[src/pdc_defines.vh]
`ifndef PDC_DEFINES_VH
`define PDC_DEFINES_VH

// ------------------------------------------------------------
// serial frame layout
// ------------------------------------------------------------
`define PDC_FRAME_BITS   16
`define PDC_CNT_W        5
`define PDC_OP_MSB       15
`define PDC_OP_LSB       12
`define PDC_DATA_MSB     7
`define PDC_DATA_LSB     0

// ------------------------------------------------------------
// serial opcodes
// ------------------------------------------------------------
`define PDC_OP_NOP       4'h0
`define PDC_OP_FAULT_MASK_REG_ZERO     4'h1
`define PDC_OP_FAULT_MASK_REG_ONE     4'h2
`define PDC_OP_CLR_INT   4'h3

// ------------------------------------------------------------
// reset values
// ------------------------------------------------------------
`define PDC_MASK_RST     8'h00
`define PDC_DEAD_W       8
`define PDC_DEAD_ZERO    8'h00
`define PDC_SYNC_RST     17'h0_19C4

// ------------------------------------------------------------
// timing
// ------------------------------------------------------------
`define PDC_RST_MAX_NS   77
`define PDC_CLK_NS       100

`endif

[src/pdc_top.v]
`timescale 1ns/1ps
`include "pdc_defines.vh"
// What this block does
// - gate drives may turn on only while both enables are high.
// - enable gating acts without waiting on any command timing.
// - after enables return, each high side stays off until its low side has been on.
// - reset pin low disables all outputs, low power, resets logic.
// - high-side command inputs are active low, idle off.
// - low-side command inputs are active high, idle off.
// - dead time and interlock keep one phase's two drivers apart.
// - before logic supply is good, hold reset, float drives, refuse serial.
// - unmasked fault raises interrupt until the clear command.
// - each fault is maskable through one of two mask registers.
// - serial activity counts only while chip select is low.
// - serial input sampled on falling clock edges, msb first.
// - serial output floats while deselected, changes on rising edges.
// - phase level flag follows its half-supply comparator.
// - overcurrent flag follows the overcurrent comparator.
module pdc_top #(
    parameter FAULT_W = 16
) (
    input  wire                   sys_clk,
    input  wire                   sys_rst,
    input  wire                   logic_supply_ok,
    input  wire                   chip_reset_n,
    input  wire                   drive_enable_first,
    input  wire                   drive_enable_second,
    input  wire                   phase_a_high_cmd_n,
    input  wire                   phase_a_low_cmd,
    input  wire                   phase_b_high_cmd_n,
    input  wire                   phase_b_low_cmd,
    input  wire                   phase_c_high_cmd_n,
    input  wire                   phase_c_low_cmd,
    input  wire [2:0]             phase_cmp,
    input  wire                   overcurrent_cmp,
    input  wire [FAULT_W-1:0]     fault_in,
    input  wire                   deadtime_bypass,
    input  wire                   interlock_bypass,
    input  wire [`PDC_DEAD_W-1:0] dead_cycles,
    input  wire                   spi_cs_n,
    input  wire                   spi_sclk,
    input  wire                   spi_si,
    output reg                    spi_so,
    output reg                    spi_so_oe,
    output reg  [2:0]             gate_high,
    output reg  [2:0]             gate_low,
    output reg                    gate_oe,
    output reg                    low_power,
    output reg                    irq_out,
    output reg                    phase_a_level_flag,
    output reg                    phase_b_level_flag,
    output reg                    phase_c_level_flag,
    output reg                    overcurrent_flag
);

// ------------------------------------------------------------
// constants
// ------------------------------------------------------------
localparam NPIN = 17 + FAULT_W;
localparam [`PDC_CNT_W-1:0] FRAME = `PDC_FRAME_BITS;
localparam [`PDC_CNT_W-1:0] CNT_ONE = 1;
localparam integer RST_CYC_RAW = `PDC_RST_MAX_NS / `PDC_CLK_NS;
localparam integer RST_CYC = (RST_CYC_RAW < 1) ? 1 : RST_CYC_RAW;
localparam [NPIN-1:0] SYNC_RST =
    {{FAULT_W{1'b0}}, `PDC_SYNC_RST};

// ------------------------------------------------------------
// input synchronisers
// ------------------------------------------------------------
// bit order, low to high: si sclk cs_n ls[2:0] hs_n[2:0] en2 en1
// rst_n supply_ok oc cmp[2:0] faults
wire [NPIN-1:0] pins = {fault_in, phase_cmp, overcurrent_cmp,
    logic_supply_ok, chip_reset_n, drive_enable_first,
    drive_enable_second, phase_c_high_cmd_n, phase_b_high_cmd_n,
    phase_a_high_cmd_n, phase_c_low_cmd, phase_b_low_cmd,
    phase_a_low_cmd, spi_cs_n, spi_sclk, spi_si};
reg  [NPIN-1:0] meta_q;
reg  [NPIN-1:0] sync_q;

always @(posedge sys_clk) begin
    if (sys_rst) begin
        meta_q <= SYNC_RST;
        sync_q <= SYNC_RST;
    end else begin
        meta_q <= pins;
        sync_q <= meta_q;
    end
end

wire               si_s      = sync_q[0];
wire               sclk_s    = sync_q[1];
wire               cs_n_s    = sync_q[2];
wire [2:0]         ls_req    = sync_q[5:3];
wire [2:0]         hs_req    = ~sync_q[8:6];
wire               en_both   = sync_q[9] & sync_q[10];
wire               rst_n_s   = sync_q[11];
wire               sup_ok_s  = sync_q[12];
wire               oc_s      = sync_q[13];
wire [2:0]         cmp_s     = sync_q[16:14];
wire [FAULT_W-1:0] fault_s   = sync_q[NPIN-1:17];

// internal logic reset: system, reset pin or low logic supply
wire int_rst = sys_rst | ~rst_n_s | ~sup_ok_s;

// ------------------------------------------------------------
// serial port
// ------------------------------------------------------------
reg                      sclk_q;
reg                      cs_n_q;
reg  [`PDC_CNT_W-1:0]    bit_cnt_q;
reg  [FRAME-1:0]         rx_q;
reg  [FRAME-1:0]         tx_q;
reg  [7:0]               fault_mask_reg_zero_q;
reg  [7:0]               fault_mask_reg_one_q;
reg                      clr_q;

wire sclk_fall = sclk_q & ~sclk_s;
wire sclk_rise = ~sclk_q & sclk_s;
wire sel       = ~cs_n_s;
wire cs_fall   = cs_n_q & ~cs_n_s;
wire cs_rise   = ~cs_n_q & cs_n_s;
wire frame_ok  = cs_rise & (bit_cnt_q == FRAME);
wire [3:0] op  = rx_q[`PDC_OP_MSB:`PDC_OP_LSB];
wire [7:0] dat = rx_q[`PDC_DATA_MSB:`PDC_DATA_LSB];
reg  [2:0] boot_ok_q;
wire [FRAME-1:0] status = {irq_out, oc_s, cmp_s, boot_ok_q,
                           fault_s[7:0]};

always @(posedge sys_clk) begin
    if (int_rst) begin
        sclk_q    <= 1'b0;
        cs_n_q    <= 1'b1;
        bit_cnt_q <= {`PDC_CNT_W{1'b0}};
        rx_q      <= {FRAME{1'b0}};
        tx_q      <= {FRAME{1'b0}};
        fault_mask_reg_zero_q   <= `PDC_MASK_RST;
        fault_mask_reg_one_q   <= `PDC_MASK_RST;
        clr_q     <= 1'b0;
    end else begin
        sclk_q <= sclk_s;
        cs_n_q <= cs_n_s;
        clr_q  <= 1'b0;
        if (cs_fall) begin
            bit_cnt_q <= {`PDC_CNT_W{1'b0}};
            tx_q      <= status;
        end else if (sel && sclk_fall) begin
            rx_q <= {rx_q[FRAME-2:0], si_s};
            if (bit_cnt_q != FRAME)
                bit_cnt_q <= bit_cnt_q + CNT_ONE;
        end else if (sel && sclk_rise && bit_cnt_q != 0) begin
            tx_q <= {tx_q[FRAME-2:0], 1'b0};
        end
        if (frame_ok) begin
            if (op == `PDC_OP_FAULT_MASK_REG_ZERO) begin
                fault_mask_reg_zero_q <= dat;
            end else if (op == `PDC_OP_FAULT_MASK_REG_ONE) begin
                fault_mask_reg_one_q <= dat;
            end else if (op == `PDC_OP_CLR_INT) begin
                clr_q <= 1'b1;
            end
        end
    end
end

// ------------------------------------------------------------
// interrupt
// ------------------------------------------------------------
wire [FAULT_W-1:0] mask_all;
assign mask_all[7:0] = fault_mask_reg_zero_q;
generate
    if (FAULT_W > 8) begin : g_hi
        assign mask_all[FAULT_W-1:8] = fault_mask_reg_one_q[FAULT_W-9:0];
    end
endgenerate
wire fault_hit = |(fault_s & ~mask_all);

// ------------------------------------------------------------
// gate drive: enables, bootstrap order, interlock, dead time
// ------------------------------------------------------------
reg [`PDC_DEAD_W-1:0] hi_off_q [0:2];
reg [`PDC_DEAD_W-1:0] lo_off_q [0:2];
reg [2:0]             hi_d;
reg [2:0]             lo_d;
reg [2:0]             boot_d;
integer               i;

function dead_done;
    input [`PDC_DEAD_W-1:0] cnt;
    input [`PDC_DEAD_W-1:0] lim;
    input                   byp;
    begin
        dead_done = byp | (cnt >= lim);
    end
endfunction

always @* begin
    hi_d   = 3'b000;
    lo_d   = 3'b000;
    boot_d = boot_ok_q;
    for (i = 0; i < 3; i = i + 1) begin
        if (!en_both) begin
            boot_d[i] = 1'b0;
        end else if (gate_low[i]) begin
            boot_d[i] = 1'b1;
        end
        if (en_both) begin
            if (interlock_bypass || !(hs_req[i] && ls_req[i])) begin
                hi_d[i] = hs_req[i] & boot_ok_q[i] &
                    dead_done(lo_off_q[i], dead_cycles,
                              deadtime_bypass);
                lo_d[i] = ls_req[i] &
                    dead_done(hi_off_q[i], dead_cycles,
                              deadtime_bypass);
            end
        end
    end
end

always @(posedge sys_clk) begin
    if (int_rst) begin
        for (i = 0; i < 3; i = i + 1) begin
            hi_off_q[i] <= `PDC_DEAD_ZERO;
            lo_off_q[i] <= `PDC_DEAD_ZERO;
        end
        boot_ok_q <= 3'b000;
    end else begin
        boot_ok_q <= boot_d;
        for (i = 0; i < 3; i = i + 1) begin
            if (gate_high[i])
                hi_off_q[i] <= `PDC_DEAD_ZERO;
            else if (hi_off_q[i] != {`PDC_DEAD_W{1'b1}})
                hi_off_q[i] <= hi_off_q[i] + 1'b1;
            if (gate_low[i])
                lo_off_q[i] <= `PDC_DEAD_ZERO;
            else if (lo_off_q[i] != {`PDC_DEAD_W{1'b1}})
                lo_off_q[i] <= lo_off_q[i] + 1'b1;
        end
    end
end

// ------------------------------------------------------------
// output registers
// ------------------------------------------------------------
always @(posedge sys_clk) begin
    if (int_rst) begin
        gate_high          <= 3'b000;
        gate_low           <= 3'b000;
        gate_oe            <= 1'b0;
        spi_so             <= 1'b0;
        spi_so_oe          <= 1'b0;
        irq_out            <= 1'b0;
        phase_a_level_flag <= 1'b0;
        phase_b_level_flag <= 1'b0;
        phase_c_level_flag <= 1'b0;
        overcurrent_flag   <= 1'b0;
        low_power          <= ~rst_n_s & ~sys_rst;
    end else begin
        gate_high          <= hi_d;
        gate_low           <= lo_d;
        gate_oe            <= 1'b1;
        spi_so             <= tx_q[FRAME-1];
        spi_so_oe          <= sel;
        irq_out            <= fault_hit | (irq_out & ~clr_q);
        phase_a_level_flag <= cmp_s[0];
        phase_b_level_flag <= cmp_s[1];
        phase_c_level_flag <= cmp_s[2];
        overcurrent_flag   <= oc_s;
        low_power          <= 1'b0;
    end
end

endmodule // pdc_top

[config.mk]
export PLATFORM = sky130hd
export DESIGN_NAME = pdc_top
export DESIGN_NICKNAME = d
export VERILOG_FILES = /design/src/pdc_top.v
export VERILOG_INCLUDE_DIRS = /design/src /design/src/src
export SDC_FILE = /design/constraint.sdc
export NUM_CORES = 1
export LEC_CHECK = 0
export BUFFER_PORTS_ARGS = -buffer_cell sky130_fd_sc_hd__buf_2
export CAP_MARGIN = 20
export CORE_ASPECT_RATIO = 0.7
export CORE_MARGIN = 3
export CORE_UTILIZATION = 60
export CTS_BUF_LIST = sky130_fd_sc_hd__clkbuf_4
export DETAILED_ROUTE_END_ITERATION = 16
export PLACE_DENSITY = 0.79
export SLEW_MARGIN = 0
export SYNTH_ARGS = -nofsm -noshare
export SYNTH_HDL_FRONTEND = slang
export SYNTH_SLANG_ARGS = --single-unit
[constraint.sdc]
create_clock -name sys_clk -period 1.8 [get_ports sys_clk]
set_clock_uncertainty 0.1 [all_clocks]
set_input_delay 0.18 -clock sys_clk [delete_from_list [all_inputs] [get_ports sys_clk]]
set_output_delay 0.18 -clock sys_clk [all_outputs]
set_load 0.02 [all_outputs]
==> flow_metrics.py <==
metrics = {
    "drt": {
        "drtIter0Drc": 487,
        "wl_per_cell_um": 15.95,
        "drc": 0,
        "ant_nets": 0,
        "firstDrtPassIters": 5,
        "viasPerCell": 5.478,
        "via_count": 6152,
        "wl_mm": 17.91,
    },
    "grt": {
        "track_usage": 0.2312,
        "grt_antenna_before_repair": 0,
        "grt_pass1_vias": 5902,
        "grt_max_degree": 68,
        "grt_pass1_wl_mm": 28.76,
        "grt-ovfl-total": 0,
    },
    "synth": {
        "ys_seq_area_frac": 0.5154,
        "syn_nets": 908,
        "synth_top_area_cell": "dfxtp_1",
        "synth.ff_latch_count": 188,
        "synth_flop_cell": "dfxtp_1",
        "synth_warnings": 0,
        "ys_types": 46,
        "synth.top_cell.area_share": 0.3404,
        "synthCells": 807,
        "synth-edff-count": 48,
        "synth_area_leaders": "dfxtp_1 34%, edfxtp_1 18%, ha_1 8.5%, nor2b_1 4.3%, nor2_1 3.9%",
        "netlist_area_um2": 8234,
        "synthArstFlopShare": 0,
        "synth_area_per_cell_um2": 10.20,
    },
    "worst_setup_path": {
        "critPathTopFamily": "flip-flops",
        "crit_required_ns": 2.11,
        "end_kind": "register",
        "worstSetupPathType": "register to register",
        "crit_path_cell_trace": "ha_1, and3_1, and2_0, o41ai_1, o21ai_0",
        "cp_max_fo": 3,
        "crit_path_max_incr_delay_ns": 0.50,
        "slowest_stage": "edfxtp_1",
        "arrival_ns": 2.09,
        "critical_path.startpoint_type": "register",
        "crit_buf_inv": 0,
    },
    "power_and_ir_drop": {
        "p_leak_nw": 3.937,
        "vdd_drop_max_mv": 0.3568,
        "powerDensity_nw_per_um2": 750.9,
    },
    "clocking": {
        "worstSkewPairLatency_ns": 0.54,
        "root_buffer": "clkbuf_4",
        "clkTransAtPathRegs_ns": 0.13,
        "htreeDepth": 4,
        "cts.sinks": 188,
        "max-clock-path-buffers": 2,
        "tritoncts": "yes",
        "numCtsBuffers": 17,
    },
    "sta": {
        "hold_viol_final": 0,
        "maxSlewViolCount": 0,
        "fin_hold_ws_ns": 0.1129,
        "relSlewSlack": 0.5811,
        "fmax_ghz": 0.5626,
        "min_period_ns": 1.777,
        "max_slew.worst_pin.slew_ns": 0.6218,
        "setup_violations": 0,
        "fin_crit_sh": 0.9874,
    },
    "die": {
        "core_area_um2": 13270,
        "start_util": 0.6206,
        "die_x_um": 146.0,
        "io_pins": 60,
        "rows": 35,
        "die_area_um2": 15190,
        "die_y_um": 104.0,
    },
    "finish": {
        "nets": 1028,
        "n_antenna_cell": 0,
        "drive_gt1_frac": 0.1866,
        "area_growth_pct": 17.06,
        "stdcell_count": 1123,
    },
    "worst_hold_path": {
        "hold_class": "primary input to register",
    },
    "placed_design": {
        "dpl.hpwl_mm": 12.38,
        "place_inst": 1043,
        "port_buffers": 59,
        "place.gp.congestion": 0.8576,
    },
    "run": {
        "maxCapViolCount": 0,
    },
    "status": {
        "status": "complete, no violations",
    },
}
[registers in the layout, summed over array words and instances, names as in the netlist, 3 cells and up]
name,count
boot_ok_q,3
gate_high,3
gate_low,3
hi_off_q,24
fault_mask_reg_zero_q,8
lo_off_q,24
meta_q,33
bit_cnt_q,5
fault_mask_reg_one_q,8
rx_q,16
tx_q,16
sync_q,33
[worst min-delay path, cell delays in order]
cell and delay [ns]:
buf_2 0.09, nand3b_4 0.34, nor2_1 0.09
[path summary, 6_finish.rpt]
check	from	endpoint	slack [ns]	cells after the start
min	sys_rst	fault_mask_reg_zero_q[2]	0.11	3
max	hi_off_q[1][7]	gate_low[1]	0.02	5
min reg2reg	meta_q[6]	sync_q[6]	0.33	1
max reg2reg	hi_off_q[1][7]	gate_low[1]	0.02	5
[power by group]
part | total, W | switching, W | internal (W)
Combinational | 0.000679 | 0.000350 | 0.000329
Clock | 0.00205 | 0.00134 | 0.000705
Sequential | 0.00451 | 0.0000723 | 0.00444
[through the flow]
stage	power [W]	utilization	TNS, ns	instance area (um^2)	setup WS, ns
after CTS	0.007238	0.7120	0	9448	0.005658
after detailed placement	0.005166	0.6670	-0.04671	8850	-0.04671
after floorplan	0.004949	-	0	8234	0.1496
after global routing	0.007547	0.7265	-0.2101	9639	-0.05703
final	0.007238	0.7265	0	9639	0.02261
after global placement	0.005125	0.6670	0	8850	0.08259
[cell usage in the layout (no fill, tap or decap), drive strengths merged, types with 2 or more instances in the layout]
cell and instances:
a2111oi 3, a211o 6, a211oi 15, a21oi 30
and2 12, and3 10, and4 2, buf 88
clkbuf 20, clkinv 6, dfxtp 140, dlygate4sd3 35
edfxtp 48, ha 56, inv 47, mux2i 23
nand2 64, nand2b 19, nand3 29, nand4 13
nand4b 5, nor2 87, nor2b 57, nor3 21
nor3b 3, o21a 6, o21ai 23, o22ai 5
o41ai 3, or2 12, xnor2 15, xor2 25
[what timing repair did]
item | in CTS | in global routing
hold endpoints to repair | 39 | 0
gates cloned | 0 | 1
hold buffers | 35 | 0
endpoints found under the setup margin | 6 | 82
pin swaps | 0 | 1
gates resized for setup | 3 | 21
setup buffers | 0 | 14
[cells by family (layout without fill, tap and decap cells)]
group | after synthesis | in the layout | synth area share
AOI/OAI and AO/OA | 95 | 95 | 0.08190
xor gates and xnor gates | 40 | 40 | 0.04255
adders and majority gates | 56 | 56 | 0.08509
buffers and inverters | 67 | 198 | 0.03343
DFF | 188 | 188 | 0.5154
muxes | 23 | 23 | 0.02796
and+or+nand+nor | 338 | 338 | 0.2136
[cell usage after synthesis (6+ instances only)]
master / instances
dfxtp_1: 140
nor2_1: 85
nand2_1: 64
nor2b_1: 57
ha_1: 56
edfxtp_1: 48
inv_1: 43
a21oi_1: 30
nand3_1: 29
xor2_1: 25
mux2i_1: 23
nor3_1: 21
nand2b_1: 19
a211oi_2: 15
xnor2_1: 15
o21ai_0: 14
nand4_1: 13
or2_2: 12
and3_1: 10
clkbuf_1: 10
and2_1: 9
o21ai_1: 9
a211o_1: 6
o21a_1: 6
[final cells by class]
cell class	count	area, um^2
Sequential cell	188	4245
Multi-Input combinational cell	552	3791
Fill cell	945	3630
Timing Repair Buffer	124	963.4
Tap cell	185	231.5
Inverter	44	168.9
Clock buffer	19	142.6
Clock inverter	11	96.34
[layer usage]
metal	track usage	up-vias	wire length [um]
li1	-	3012	-
met1	0.3290	2948	8438
met2	0.3609	170	8305
met3	0.04530	22	974
met4	0.06846	0	193
met5	0	-	0
(Power assumes the default switching activity.)
